## src/rtl/pcc_pkg.sv

```systemverilog
package pcc_pkg;

   // ----------------------------------------------------------------
   // Register location and layout
   // ----------------------------------------------------------------
   localparam logic [7:0] PLL_CLOCK_CONTROL_ADDR = 8'hD7;
   localparam logic [7:0] PLL_CLOCK_CONTROL_RST  = 8'h03;
   localparam logic [7:0] UNMAPPED_READ_VALUE    = 8'h00;
   localparam int         CRYSTAL_HALT_BIT       = 7;
   localparam int         LOCK_BIT               = 6;
   localparam int         RESERVED_BIT           = 5;
   localparam int         EXT_ACCESS_BIT         = 4;
   localparam int         FAST_IRQ_BIT           = 3;
   localparam int         DIV_MSB                = 2;
   localparam int         DIV_LSB                = 0;
   localparam int         DIV_W                  = 3;

   // ----------------------------------------------------------------
   // Clock plan
   // ----------------------------------------------------------------
   localparam int         PLL_MULTIPLIER         = 384;
   localparam int         CRYSTAL_HZ             = 32768;
   localparam int         PLL_HZ                 = PLL_MULTIPLIER * CRYSTAL_HZ;
   localparam logic [2:0] DIV_FASTEST            = 3'h0;
   localparam int         DIV_CNT_W              = 7;

   // Software-visible control bits held in flops
   typedef struct packed {
      logic             crystal_halt_in_sleep;
      logic             fast_irq_response;
      logic [DIV_W-1:0] core_div;
   } pcc_ctrl_t;

endpackage : pcc_pkg

```

## src/rtl/pcc_core_div.sv

```systemverilog
`timescale 1ns/100ps

// Core clock enable divider: one pulse every 2**div_sel cycles.
// A new setting is taken only on a pulse of the current one and the
// count restarts there, so no period is ever cut short.
module pcc_core_div #(
   parameter int DIV_W = pcc_pkg::DIV_W,
   parameter int CNT_W = pcc_pkg::DIV_CNT_W
) (
   input  wire logic             clk,
   input  wire logic             rst_n,
   input  wire logic             run,
   input  wire logic [DIV_W-1:0] div_sel,
   output logic                  pulse
);

   typedef struct packed {
      logic [DIV_W-1:0] div;
      logic [CNT_W-1:0] cnt;
      logic             pulse;
   } pcc_div_state_t;

   pcc_div_state_t s_q;
   pcc_div_state_t s_d;
   logic           wrap;

   // ----------------------------------------------------------------
   // Next state
   // ----------------------------------------------------------------
   always_comb begin
      logic [CNT_W-1:0] last;
      last  = CNT_W'((1 << s_q.div) - 1);
      s_d   = s_q;
      wrap  = (s_q.cnt >= last);
      s_d.pulse = 1'b0;
      if (run) begin
         if (wrap) begin
            s_d.pulse = 1'b1;
            s_d.cnt   = '0;
            s_d.div   = div_sel;
         end else begin
            s_d.cnt = s_q.cnt + CNT_W'(1);
         end
      end
   end

   // State register
   always_ff @(posedge clk or negedge rst_n) begin
      if (!rst_n) begin
         s_q <= '{div: pcc_pkg::PLL_CLOCK_CONTROL_RST[2:0], cnt: '0, pulse: 1'b0};
      end else begin
         s_q <= s_d;
      end
   end

   assign pulse = s_q.pulse;

endmodule // pcc_core_div

```

## src/rtl/pcc_clock_control.sv

```systemverilog
`timescale 1ns/100ps

// Behaviour
// - Halt bit set stops the crystal in power-down; clear keeps it running.
// - While the crystal runs in power-down the interval counter stays clocked.
// - Lock bit reads one while the PLL tracks the crystal.
// - Lock bit reads zero whenever the PLL is not tracking.
// - External-access bit returns the pin level caught at reset.
// - Fast interrupt bit runs interrupt service at the fastest core clock.
// - After the interrupt returns the core goes back to the divider setting.
// - Bits two to zero form the three-bit core clock divider.
// - Core clock is PLL clock over two to the divider; default 011.
// - PLL runs at 384 times the crystal; divider starts from it.
// - Register loads 03H at power-on.
module pcc_clock_control (
   input  wire logic       SYS_CLK,
   input  wire logic       NRST,
   input  wire logic [7:0] SFR_ADDR,
   input  wire logic       SFR_WR,
   input  wire logic [7:0] SFR_WDATA,
   output logic      [7:0] SFR_RDATA,
   input  wire logic       PLL_TRACKING,
   input  wire logic       EXTERNAL_ACCESS_PIN,
   input  wire logic       POWER_DOWN,
   input  wire logic       IRQ_IN_SERVICE,
   output logic            CRYSTAL_RUN,
   output logic            TIME_INTERVAL_COUNTER_RUN,
   output logic            CORE_CLK_EN,
   output logic [2:0]      CORE_DIV_ACTIVE
);

   typedef struct packed {
      pcc_pkg::pcc_ctrl_t ctrl;
      logic [1:0]         lock_sync;
      logic [1:0]         ea_sync;
      logic [1:0]         ea_fill;
      logic               ea_caught;
      logic               latched_ext_access_pin;
      logic [7:0]         rdata;
      logic               crystal_run;
   } pcc_state_t;

   pcc_state_t s_q;
   pcc_state_t s_d;
   logic [1:0] rst_sync_q;
   logic       rst_n;
   logic [2:0] div_eff;
   logic       core_run;

   // ----------------------------------------------------------------
   // Reset release
   // ----------------------------------------------------------------
   // Assert at once, release two edges later to avoid recovery hazards
   always_ff @(posedge SYS_CLK or negedge NRST) begin
      if (!NRST) begin
         rst_sync_q <= 2'b00;
      end else begin
         rst_sync_q <= {rst_sync_q[0], 1'b1};
      end
   end
   assign rst_n = rst_sync_q[1];

   // Builds the byte software sees
   function automatic logic [7:0] pack_reg(input pcc_state_t s);
      logic [7:0] v;
      v = 8'h00;
      v[pcc_pkg::CRYSTAL_HALT_BIT]           = s.ctrl.crystal_halt_in_sleep;
      v[pcc_pkg::LOCK_BIT]                   = s.lock_sync[1];
      v[pcc_pkg::EXT_ACCESS_BIT]             = s.latched_ext_access_pin;
      v[pcc_pkg::FAST_IRQ_BIT]               = s.ctrl.fast_irq_response;
      v[pcc_pkg::DIV_MSB:pcc_pkg::DIV_LSB]   = s.ctrl.core_div;
      return v;
   endfunction

   // ----------------------------------------------------------------
   // Next state
   // ----------------------------------------------------------------
   always_comb begin
      s_d = s_q;
      // Tracking and access pins from outside pass two flops first
      s_d.lock_sync = {s_q.lock_sync[0], PLL_TRACKING};
      s_d.ea_sync   = {s_q.ea_sync[0], EXTERNAL_ACCESS_PIN};
      // Fill marker trails the synchroniser, so the reset zeros are never caught
      s_d.ea_fill   = {s_q.ea_fill[0], 1'b1};
      // Pin caught once, after the synchroniser has filled post reset
      if (!s_q.ea_caught && s_q.ea_fill[1]) begin
         s_d.ea_caught              = 1'b1;
         s_d.latched_ext_access_pin = s_q.ea_sync[1];
      end
      // Register write; reserved and read-only bits ignore writes
      if (SFR_WR && SFR_ADDR == pcc_pkg::PLL_CLOCK_CONTROL_ADDR) begin
         s_d.ctrl.crystal_halt_in_sleep = SFR_WDATA[pcc_pkg::CRYSTAL_HALT_BIT];
         s_d.ctrl.fast_irq_response     = SFR_WDATA[pcc_pkg::FAST_IRQ_BIT];
         s_d.ctrl.core_div              = SFR_WDATA[pcc_pkg::DIV_MSB:pcc_pkg::DIV_LSB];
      end
      // Read data registered; unmapped addresses return zero
      if (SFR_ADDR == pcc_pkg::PLL_CLOCK_CONTROL_ADDR) begin
         s_d.rdata = pack_reg(s_q);
      end else begin
         s_d.rdata = pcc_pkg::UNMAPPED_READ_VALUE;
      end
      // Crystal only stops in power-down and only if asked to
      s_d.crystal_run = !(POWER_DOWN && s_q.ctrl.crystal_halt_in_sleep);
   end

   // State register
   always_ff @(posedge SYS_CLK or negedge rst_n) begin
      if (!rst_n) begin
         s_q <= '{ctrl: pcc_pkg::pcc_ctrl_t'(pcc_pkg::PLL_CLOCK_CONTROL_RST[4:0]),
                  lock_sync: 2'b00, ea_sync: 2'b00, ea_fill: 2'b00, ea_caught: 1'b0,
                  latched_ext_access_pin: 1'b0, rdata: 8'h00, crystal_run: 1'b1};
      end else begin
         s_q <= s_d;
      end
   end

   // ----------------------------------------------------------------
   // Core clock selection
   // ----------------------------------------------------------------
   // Fast response overrides the divider only while service is active;
   // dropping IRQ_IN_SERVICE hands control back to the stored field.
   always_comb begin
      if (s_q.ctrl.fast_irq_response && IRQ_IN_SERVICE) begin
         div_eff = pcc_pkg::DIV_FASTEST;
      end else begin
         div_eff = s_q.ctrl.core_div;
      end
   end

   // Core stops in power-down; the count base stands for the PLL clock
   assign core_run = !POWER_DOWN;

   pcc_core_div #(
      .DIV_W (pcc_pkg::DIV_W),
      .CNT_W (pcc_pkg::DIV_CNT_W)
   ) u_core_div (
      .clk     (SYS_CLK),
      .rst_n   (rst_n),
      .run     (core_run),
      .div_sel (div_eff),
      .pulse   (CORE_CLK_EN)
   );

   // ----------------------------------------------------------------
   // Outputs
   // ----------------------------------------------------------------
   assign SFR_RDATA                 = s_q.rdata;
   assign CRYSTAL_RUN               = s_q.crystal_run;
   assign TIME_INTERVAL_COUNTER_RUN = s_q.crystal_run;
   assign CORE_DIV_ACTIVE           = div_eff;

endmodule // pcc_clock_control

```

## config.mk

```make
export PLATFORM = sky130hd
export DESIGN_NAME = pcc_clock_control
export DESIGN_NICKNAME = d
export VERILOG_FILES = /design/src/rtl/pcc_pkg.sv /design/src/rtl/pcc_core_div.sv /design/src/rtl/pcc_clock_control.sv
export SDC_FILE = /design/constraint.sdc
export NUM_CORES = 1
export LEC_CHECK = 0
export BUFFER_PORTS_ARGS = -buffer_cell sky130_fd_sc_hd__buf_2
export CORE_UTILIZATION = 40
export CTS_CLUSTER_DIAMETER = 60
export DETAILED_ROUTE_END_ITERATION = 10
export PLACE_DENSITY = 0.58
export SYNTH_ARGS = -nofsm -noshare
export SYNTH_HDL_FRONTEND = slang
export SYNTH_HIERARCHICAL = 1
export SYNTH_SLANG_ARGS = --single-unit
```

## constraint.sdc

```tcl
create_clock -name SYS_CLK -period 1.12 [get_ports SYS_CLK]
set_input_delay 0.056 -clock SYS_CLK [delete_from_list [all_inputs] [get_ports SYS_CLK]]
set_output_delay 0.056 -clock SYS_CLK [all_outputs]
set_load 0.1 [all_outputs]
```

---- After elaboration in Yosys (flattened, before gate mapping) ----
Cells that the tools add are included.
Widths: inputs -> output; s select.
word-level totals
  flip-flop bits (word level) ............. 35
  bits of input ports ..................... 23
  output and inout bits ................... 14
  word-level logic and storage cells ...... 32
operators by class
  $add $sub $neg .......................... 2
  $lt $le $gt $ge ......................... 1
  equality and inequality tests ........... 1
  shift-type cells ........................ 1
  multiplexer cells ....................... 5
  bitwise logic cells ..................... 1
  reductions and logical operators ........ 7
operators by type and width
  cell                 number
  $eq 8x8->1 const B   1
  $mux 8               1
  $add 7x1->7 const B  1
  $ge 7x7->1           1
  $mux 7               1
  $shl 1x3->7 const A  1
  $sub 7x2->7 const B  1
  $logic_and 1x1->1    4
  $mux 3               1
  $logic_not 1->1      2
  $mux 1               2
  $reduce_and 2->1     1
  $not 1->1            1

---- Longest topological paths before layout ----
Gate-level depths: netlist (run 1).
  depth in word-level cells ............... 5
  mapped depth ............................ 6
  depth with buffers taken out ............ 6

---- Modules after synthesis ----
The synthesis (run 1) kept the hierarchy.
by module, submodules not included
  module             times used  cells each  area an instance (sq um)  seq. area each (sq um)
  pcc_clock_control  1           61          869.6                     579.3
  pcc_core_div       1           74          743.2                     277.8

---- Worst setup path after synthesis (run 1) ----
OpenSTA, ideal clock, no wires.
  path type ............................... register to register
  start ................................... register u_core_div/s_q[10] in the netlist's numbering
  end ..................................... register u_core_div.s_q, in the netlist u_core_div/pulse
  setup time .............................. 0.119 ns
  data arrival time ....................... 1.936 ns
  setup slack ............................. -0.935 ns
  stages on the path, launching flop included .. 7
  buffers on the path ..................... 0
  cells stage by stage .................... dfrtp_1 -> or3_1 -> ha_1 -> nand2b_4 -> a2111oi_4 -> o31ai_4 -> and2_1
RTL lines
  item                    line                source
  start, declared         pcc_core_div.sv:23  pcc_div_state_t s_q;
  start signal, assigned  pcc_core_div.sv:50  s_q <= '{div: pcc_pkg::PLL_CLOCK_CONTROL_RST[2:0], cnt: '0, pulse: 1'b0};

==> results of run 1 <==
area by class of cell:
type / count / area, µm² / share of cell area [%]
Tap cell: 48 / 60.1 / 2.68
Inverter: 5 / 18.8 / 0.838
Clock buffer: 5 / 68.8 / 3.07
Sequential cell: 34 / 861 / 38.4
Timing Repair Buffer: 63 / 508 / 22.7
Multi-Input combinational cell: 85 / 656 / 29.3
Clock inverter: 3 / 68.8 / 3.07
layer usage:
metal	part of all wire (%)	wire, µm	GRT usage [%]	vias to the layer above
met5	0	0	0	-
met4	1.3	40	7.34	0
met3	5.4	166	5.38	5
met2	52	1610	29.1	30
met1	41	1280	19.7	557
li1	-	-	-	562
per-stage QoR:
step	util [%]	area, µm²	power (mW)
6_report	59.4	2240	3.80
5_1_grt	59.4	2240	3.98
4_1_cts	59.1	2230	3.81
3_5_place_dp	52.5	1980	2.38
3_3_place_gp	52.5	1980	2.34
2_1_floorplan	-	1630	2.11
cells in the final DEF, fill, tap and decap left out, drive strengths merged, types with 3 or more instances in the layout:
cell type,n
conb,3
mux2,6
dfstp,5
dfrtp,29
a21oi,7
xor2,3
o21ai,6
ha,8
o311ai,3
and2,11
nand2,11
inv,5
buf,53
nand4,3
dlygate4sd3,7
nor2,5
clkbuf,8
cells by family (layout without fill, tap and decap cells):
group	after synthesis	in the layout	share of synthesized area (%)
AOI/OAI and AO/OA	21	21	10.4
xor gates and xnor gates	5	5	2.72
adders and majority gates	8	8	6.21
buffers and inverters	17	76	7.29
DFF	34	34	53.1
muxes	6	6	5.35
other	2	3	0.466
and+or+nand+nor	42	42	14.4
power groups by stage:
stage | clock, mW | sequential, mW | combinational (mW)
3_5_place_dp | 0 | 1.39 | 0.984
3_3_place_gp | 0 | 1.39 | 0.958
4_1_cts | 1.39 | 1.37 | 1.05
5_1_grt | 1.44 | 1.38 | 1.16
2_1_floorplan | 0 | 1.55 | 0.563
6_report | 1.35 | 1.37 | 1.08
what timing repair did:
action / CTS / global route
endpoints found under the hold margin: 8 / 0
resized for setup: 4 / 7
endpoints found under the setup margin: 16 / 19
pin swaps: 4 / 7
hold buffers: 7 / 0
setup buffers: 5 / 0
worst min-delay path by stage:
stage	start	endpoint	slack [ns]	cells past startpoint
6_report	SFR_WDATA[2]	s_q[19]	0.007	2
5_1_grt	SFR_WDATA[2]	s_q[19]	0.003	2
4_1_cts	SFR_WDATA[2]	s_q[19]	0.002	2
3_5_place_dp	NRST	rst_sync_q[0]	-0.16	1
3_3_place_gp	NRST	rst_sync_q[0]	-0.16	1
2_1_floorplan	NRST	rst_sync_q[0]	-0.24	0
sequential cells by signal, summed over array words and instances, names as in the netlist:
name              flops
CRYSTAL_RUN           1
SFR_RDATA             7
rst_sync_q            2
s_d                   3
s_q                  10
u_core_div/pulse      1
u_core_div/s_q       10
critical path, cell delays in order (launching register included):
cell	delay [ns]
dfstp_2	0.37
or3_1	0.37
ha_1	0.30
nand2b_4	0.14
a2111oi_4	0.27
buf_4	0.19
o31ai_4	0.12
and2_1	0.19
==> metrics, run 1 <==
combinational share of power=28.5%; fin cells=243; Pint=2.71 mW; routability cong.=0.847; clk_skew=0.00676 ns; post-DR vias/cell=4.75; post-synth cell types=34; number of global-route vias before repair=1,228; Die ar.=4290 µm²; first-pass GRT wire length=5340 µm; r2r worst-path depth=7; total CTS buffers=5; reg2reg end=u_core_div/pulse; EDFF count, synth=0; clock latency on the worst-skew pair=0.29 ns; Seq/Total Area, Yosys=53.1%; synthesis-to-layout area growth=38.9%; Starting Density=42.8%; fin nets=225; diode count=0; R2R Setup Slk=-0.92 ns; all-layer global routing usage=17.1%; max-slew violations=0; Post-DRT Antenna Nets=0; Tcrit/Tclk final=182%; Final Hold Vio Count=0; switching part of the total=28.7%; final setup fails=16; Placed Cells incl. Taps=223; largest net degree at the start of global routing=33; CP Launch Point=u_core_div/s_q[9]; Clock Tree Root=clkbuf_8; vias=1,154; Synth Flop Type=dfrtp_1; status=finished with violations; failing checks=setup timing; Num Clock Sinks=34; Max IR drop VDD=0.00116 V; r2r startpoint=u_core_div/s_q[9]; clock power share=35.5%; Fmax=0.489 GHz; setup TNS=-9.96 ns; initial antenna violation count=0; DRC Markers=0; DP Worst Slack=-0.926 ns; HPWL after DPL=2330 µm; count leader, synth=dfrtp_1; clock period minus worst slack=2.04 ns; top post-synthesis cells by area=dfrtp_1, dfstp_2, ha_1; area share of the largest cell type after synthesis=45.0%; FFs w/ async S/R, synth=100%; Die Y-Extent=65.5 µm; Fill cells=327; Synth top cells by count=dfrtp_1, and2_1, nand2_1; NetSw=1.09 mW; Avg WL per Cell=12.7 µm; Pre-antenna DRT Iters=4; Pleak=1.09 nW; worst-path fanout max=8; Crit Path Category=reg -> reg; H-Tree Depth=2; Hold Slack=0.00676 ns; worst endpoint required time=1.30 ns; Synth Cell Area=1610 µm²; wirelength, routed=3090 µm; startpoint class of the critical path=flop; critical path data arrival time=2.23 ns; layout cells sized above 1=44.6%; max cap viols=0; yosys warns=6; CP endpoint=u_core_div/pulse; Worst setup EP type=flop; PnR worst setup slack=-0.924 ns; Min-Delay Path Class=in -> reg; power share of the sequential group=36.0%; PwrDens=1700 nW/µm²; port buffer count=32; clock buffer depth=2; grt total ovfl=0; CTS tree=yes; RSZ-0062 raised after global routing=true; initial drt markers=27; Syn Inst Count=135; largest area contributor in the netlist=dfrtp_1; CTS clock-pin slew for the worst setup and hold paths=0.07 ns; FP Rows=22; Core ar.=3770 µm²; I/O pin cnt=37; synthesized flop and latch total=34; syn avg cell area=11.9 µm²; Die W=65.5 µm
No activity file was read; power rests on OpenSTA's default activity.
==> run 2, diff against run 1 <==
--- a/config.mk
+++ b/config.mk
@@ -6,6 +6,7 @@
 export NUM_CORES = 1
 export LEC_CHECK = 0
 export BUFFER_PORTS_ARGS = -buffer_cell sky130_fd_sc_hd__buf_2
+export CORE_ASPECT_RATIO = 1.4
 export CORE_UTILIZATION = 40
 export CTS_CLUSTER_DIAMETER = 60
 export DETAILED_ROUTE_END_ITERATION = 10
==> run 2 against run 1 <==
Effect of this change: the flow still finishes with violations (setup timing); sequential power about the same; sequential share of layout area increased by 0.50 points; cell area decreased by 1.3%; clock-buffer cell count increased by 1; sequential cell count unchanged; global-route usage decreased by 1.1 points; clock power decreased by 16%; utilization decreased by 0.29 points; final cell count decreased by 2.9%; non-clock buffer count unchanged.
==> metrics, run 2 (synthesis gave the netlist of run 1 again) <==
vias=1,169 (was 1,154); initial drt markers=30 (was 27); H-Tree Depth=2 (unchanged); Post-DRT Antenna Nets=0 (unchanged); CTS clock-pin slew for the worst setup and hold paths=0.07 ns (about the same); critical path's slowest cell=dfstp_2 (unchanged); Min-Delay Path Class=in -> reg (unchanged); commonest cells after routing, fill and taps aside=dfrtp_1, buf_2, buf_4, nand2_1 (was dfrtp_1, buf_4, buf_2, nand2_1); port buffer count=32 (unchanged); Max IR drop VDD=0.00143 V (was 0.00116 V); Pleak=1.09 nW (about the same); post-DR vias/cell=4.95 (was 4.75); synthesis-to-layout area growth=37.2% (was 38.9%); Tcrit/Tclk final=181% (was 182%); failing checks=setup timing (unchanged); FP Rows=26 (was 22); Clock Tree Root=clkbuf_8 (unchanged); clock period minus worst slack=2.03 ns (was 2.04 ns); Total Power=3.70 mW (was 3.80 mW); max cap viols=0 (unchanged); Worst setup EP type=flop (unchanged); first-pass GRT wire length=5220 µm (was 5340 µm); clock power share=30.4% (was 35.5%); Starting Density=43.1% (was 42.8%); clock latency on the worst-skew pair=0.28 ns (was 0.29 ns); number of global-route vias before repair=1,293 (was 1,228); r2r worst-path depth=7 (unchanged); PnR worst setup slack=-0.911 ns (was -0.924 ns); final setup fails=16 (unchanged); Worst Hold Path Cells=2 (unchanged); Core ar.=3740 µm² (was 3770 µm²); NetSw=1.08 mW (was 1.09 mW); I/O pin cnt=37 (unchanged); clk_skew=0.00425 ns (was 0.00676 ns); commonest non-fill, non-tap cell in the layout=dfrtp_1 (unchanged); power share of the sequential group=37.2% (was 36.0%); worst endpoint required time=1.30 ns (about the same); PwrDens=1670 nW/µm² (was 1700 nW/µm²); Die W=55.7 µm (was 65.5 µm); RSZ-0062 raised after global routing=true (unchanged); startpoint class of the critical path=flop (unchanged); HPWL after DPL=2300 µm (was 2330 µm); Fmax=0.492 GHz (was 0.489 GHz); Fill cells=293 (was 327); diode count=0 (unchanged); wirelength, routed=3040 µm (was 3090 µm); grt total ovfl=0 (unchanged); all-layer global routing usage=16.0% (was 17.1%); DRC Markers=0 (unchanged); Die ar.=4290 µm² (about the same); combinational share of power=32.4% (was 28.5%); Die Y-Extent=77.1 µm (was 65.5 µm); Crit path largest cell delay=0.37 ns (about the same); Hold Slack=0.0110 ns (was 0.00676 ns); Final Hold Vio Count=0 (unchanged); Crit Path Category=reg -> reg (unchanged); fin nets=225 (unchanged); Util after Layout=59.1% (was 59.4%); Avg WL per Cell=12.9 µm (was 12.7 µm); status=finished with violations (unchanged); Placed Cells incl. Taps=216 (was 223); Pint=2.63 mW (was 2.71 mW); clock buffer depth=2 (unchanged); total CTS buffers=5 (unchanged); worst-path fanout max=8 (unchanged); Num Clock Sinks=34 (unchanged); max-slew violations=0 (unchanged); layout cells sized above 1=44.3% (was 44.6%); routability cong.=0.784 (was 0.847); Pre-antenna DRT Iters=4 (unchanged); critical path data arrival time=2.21 ns (was 2.23 ns); fin cells=236 (was 243); CTS tree=yes (unchanged); initial antenna violation count=0 (unchanged); worst-path cell chain=or3_1 > ha_1 > nand2b_4 > a2111oi_4 > buf_4 > o31ai_4 > and2_1 (unchanged); switching part of the total=29.0% (was 28.7%); largest net degree at the start of global routing=21 (was 33); DP Worst Slack=-0.955 ns (was -0.926 ns)
[run 2: power groups by stage]
| stage | logic [mW] | registers [mW] | clock network (mW) |
|---|---|---|---|
| floorplan | 0.563 | 1.55 | 0 |
| global placement | 1.04 | 1.40 | 0 |
| detailed placement | 1.07 | 1.40 | 0 |
| CTS | 1.14 | 1.38 | 1.16 |
| global route | 1.30 | 1.39 | 1.20 |
| finish | 1.20 | 1.38 | 1.13 |
[run 2: final timing paths]
| kind | slack [ns] | endpoint | startpoint |
|---|---|---|---|
| worst min register to register | 0.18 | s_q[10] | rst_sync_q[1] |
| min in group asynchronous | 0.09 | rst_sync_q[1] | NRST |
| worst max register to register | -0.91 | u_core_div/pulse | u_core_div/s_q[8] |
| max in group asynchronous | 0.63 | s_q[18] | rst_sync_q[1] |
| worst max-delay path | -0.91 | u_core_div/pulse | u_core_div/s_q[8] |
| worst min-delay path | 0.01 | s_q[20] | SFR_WDATA[3] |
[run 2: layout make-up]
| class | instances | area (µm²) | share of cell area [%] |
|---|---|---|---|
| clock buffer | 6 | 82.6 | 3.73 |
| clock inverter | 1 | 30.0 | 1.36 |
| inverter | 5 | 18.8 | 0.848 |
| multi-input combinational | 85 | 667 | 30.1 |
| sequential | 34 | 861 | 38.9 |
| tap | 42 | 52.6 | 2.38 |
| timing repair buffer | 63 | 500 | 22.6 |
[run 2: metrics by stage]
step                TNS [ns]  area (µm²)
floorplan              -8.82        1630
finish                 -9.79        2210
detailed placement    -10.94        1960
global route          -10.92        2210
CTS                   -10.29        2180
global placement      -10.14        1960
[run 2: repair_timing]
item / CTS / global route
gates resized for setup: 4 / 4
cloned: 0 / 0
hold buffers: 5 / 1
setup endpoints to repair: 16 / 17
setup buffers: 7 / 0
pin swaps: 4 / 8
hold endpoints to repair: 6 / 1
[run 2: worst max-delay path, delay by kind of cell (launching register included)]
family / cells / cell delay [ns]
AO/OA/AOI/OAI: 2 / 0.39
adder cells (fa/ha/maj): 1 / 0.28
buffers and inverters: 1 / 0.20
flip-flops: 1 / 0.37
AND/OR/NAND/NOR: 3 / 0.70
[run 2: layer usage]
layer	share of wire [%]	vias up	global-route usage, %
met1	38	565	15.5
met5	0	-	0
met2	55	33	28.9
li1	-	563	-
met4	3.0	0	10.3
met3	4.1	8	4.55
==> run 3, diff against run 2 <==
--- a/config.mk
+++ b/config.mk
@@ -11,6 +11,7 @@
 export CTS_CLUSTER_DIAMETER = 60
 export DETAILED_ROUTE_END_ITERATION = 10
 export PLACE_DENSITY = 0.58
+export RECOVER_POWER = 100
 export SYNTH_ARGS = -nofsm -noshare
 export SYNTH_HDL_FRONTEND = slang
 export SYNTH_HIERARCHICAL = 1
==> run 3 against run 2 <==
Effect of this change: the run ends with hold timing, setup timing left; via count hardly changed; critical path depth stayed put; cell area is 1.8% lower; final cell count stayed put; first-iteration DRC count is 6.7% lower.
==> metrics, run 3 (synthesis gave the netlist of run 1 again) <==
worst endpoint required time=1.30 ns (about the same); Die ar.=4290 µm² (unchanged); DP Area=1960 µm² (unchanged); port buffer count=32 (unchanged); Worst-Margin Slew=0.647 ns; all-layer global routing usage=16.0% (unchanged); Placed Cells incl. Taps=216 (unchanged); vias=1,168 (was 1,169); status=finished with violations (unchanged); grt total ovfl=0 (unchanged); Crit Path Category=reg -> reg (unchanged); DP Worst Slack=-0.955 ns (unchanged); commonest non-fill, non-tap cell in the layout=dfrtp_1 (unchanged); HPWL after DPL=2300 µm (unchanged); R2R Setup Slk=-0.91 ns (about the same); Multi-input gate area=648 µm² (was 667 µm²); initial antenna violation count=0 (unchanged); max-slew violations=0 (unchanged); Tcrit/Tclk final=181% (about the same); Core ar.=3740 µm² (unchanged); Post-DRT Antenna Nets=0 (unchanged); total CTS buffers=5 (unchanged); number of global-route vias before repair=1,293 (unchanged); fin cells=236 (unchanged); fin nets=225 (unchanged); Clock Tree Root=clkbuf_8 (unchanged); max cap viols=0 (unchanged); wirelength, routed=3070 µm (was 3040 µm); Final Cell Area=2170 µm² (was 2210 µm²); Pleak=1.06 nW (was 1.09 nW); power share of the sequential group=37.6% (was 37.2%); FP Rows=26 (unchanged); synthesis-to-layout area growth=34.8% (was 37.2%); clk_skew=0.00425 ns (about the same); Fmax=0.492 GHz (about the same); Pint=2.57 mW (was 2.63 mW); Worst setup EP type=flop (unchanged); I/O pin cnt=37 (unchanged); switching part of the total=29.2% (was 29.0%); routability cong.=0.784 (unchanged); commonest cells after routing, fill and taps aside=dfrtp_1, buf_2, buf_4, nand2_1, ha_1 (was dfrtp_1, buf_2, buf_4, nand2_1); post-DR vias/cell=4.95 (about the same); largest net degree at the start of global routing=21 (unchanged); NetSw=1.06 mW (was 1.08 mW); final setup fails=16 (unchanged); Max IR drop VDD=0.00142 V (was 0.00143 V); startpoint class of the critical path=flop (unchanged); Max-slew headroom=56.8%; clock period minus worst slack=2.03 ns (about the same); DRC Markers=0 (unchanged); Avg WL per Cell=13.0 µm (was 12.9 µm); clock buffer depth=2 (unchanged); Min-Delay Path Class=in -> reg (unchanged); first-pass GRT wire length=5220 µm (unchanged); critical path data arrival time=2.21 ns (about the same); Hold Slack=-0.000964 ns (was 0.0110 ns); Die W=55.7 µm (unchanged); sequential cell area=861 µm² (unchanged); diode count=0 (unchanged); CTS clock-pin slew for the worst setup and hold paths=0.07 ns (about the same); layout cells sized above 1=40.7% (was 44.3%); RSZ-0062 raised after global routing=true (unchanged); worst-path fanout max=8 (unchanged); Final Hold Vio Count=1 (was 0); Fill cells=302 (was 293); Pre-antenna DRT Iters=4 (unchanged); failing checks=hold timing, setup timing (was setup timing); clock latency on the worst-skew pair=0.28 ns (about the same); Die Y-Extent=77.1 µm (unchanged); CTS tree=yes (unchanged); Num Clock Sinks=34 (unchanged); combinational share of power=31.5% (was 32.4%); Starting Density=43.1% (unchanged); H-Tree Depth=2 (unchanged); PwrDens=1670 nW/µm² (about the same); initial drt markers=28 (was 30); clock power share=30.9% (was 30.4%); PnR worst setup slack=-0.912 ns (was -0.911 ns)
run 3: cell count changes in the layout (fill, tap and decap cells not counted), sizes merged:
cell / change
buf: -5
clkbuf: +5
run 3: layer usage:
metal / wire, µm / vias to the layer above / global-route usage, %
met5: 0 / - / 0
met1: 1160 / 565 / 15.5
met4: 92 / 0 / 10.3
met3: 130 / 8 / 4.55
li1: - / 562 / -
met2: 1680 / 33 / 28.9
run 3: final cells by class:
class	instances	share of cell area, %
clock buffer	6	3.80
timing repair buffer	63	22.1
sequential	34	39.6
clock inverter	1	1.38
multi-input combinational	85	29.8
inverter	5	0.864
tap	42	2.42
run 3: worst paths after layout:
| path | start | to | depth (start not counted) |
|---|---|---|---|
| min | SFR_WDATA[2] | s_q[19] | 2 |
| min in group asynchronous | NRST | rst_sync_q[1] | 2 |
| max in group asynchronous | rst_sync_q[1] | u_core_div/s_q[10] | 1 |
| max reg2reg | u_core_div/s_q[8] | u_core_div/pulse | 7 |
| min reg2reg | rst_sync_q[1] | SFR_RDATA[6] | 1 |
| max | u_core_div/s_q[8] | u_core_div/pulse | 7 |
run 3: repair_timing:
item	in CTS	in global routing
buffers inserted	7	0
resized for setup	4	4
pin swaps	4	8
hold buffers	5	1
endpoints found under the hold margin	6	1
setup endpoints to repair	16	17
run 3: metrics by stage:
step | hold slack (ns) | TNS, ns | util [%] | total power, mW
final | -0.000964 | -9.79 | 58.1 | 3.64
after global routing | 0.00397 | -10.92 | 58.1 | 3.82
after CTS | 0.00241 | -10.29 | 58.4 | 3.68
after detailed placement | -0.156 | -10.94 | 52.5 | 2.47
after global placement | -0.157 | -10.14 | 52.5 | 2.43
after floorplan | -0.240 | -8.82 | - | 2.11
run 3: power by group through the flow:
| stage | clock, mW | sequential, mW | combinational [mW] |
|---|---|---|---|
| finish | 1.12 | 1.37 | 1.15 |
| global route | 1.20 | 1.38 | 1.24 |
| CTS | 1.16 | 1.38 | 1.14 |
| detailed placement | 0 | 1.40 | 1.07 |
| global placement | 0 | 1.40 | 1.04 |
| floorplan | 0 | 1.55 | 0.563 |
run 3: worst max-delay path: stages, from the launching register on:
cell	delay [ns]
dfstp_2	0.37
or3_1	0.36
ha_1	0.28
nand2b_4	0.15
a2111oi_4	0.27
buf_4	0.20
o31ai_4	0.12
and2_1	0.19
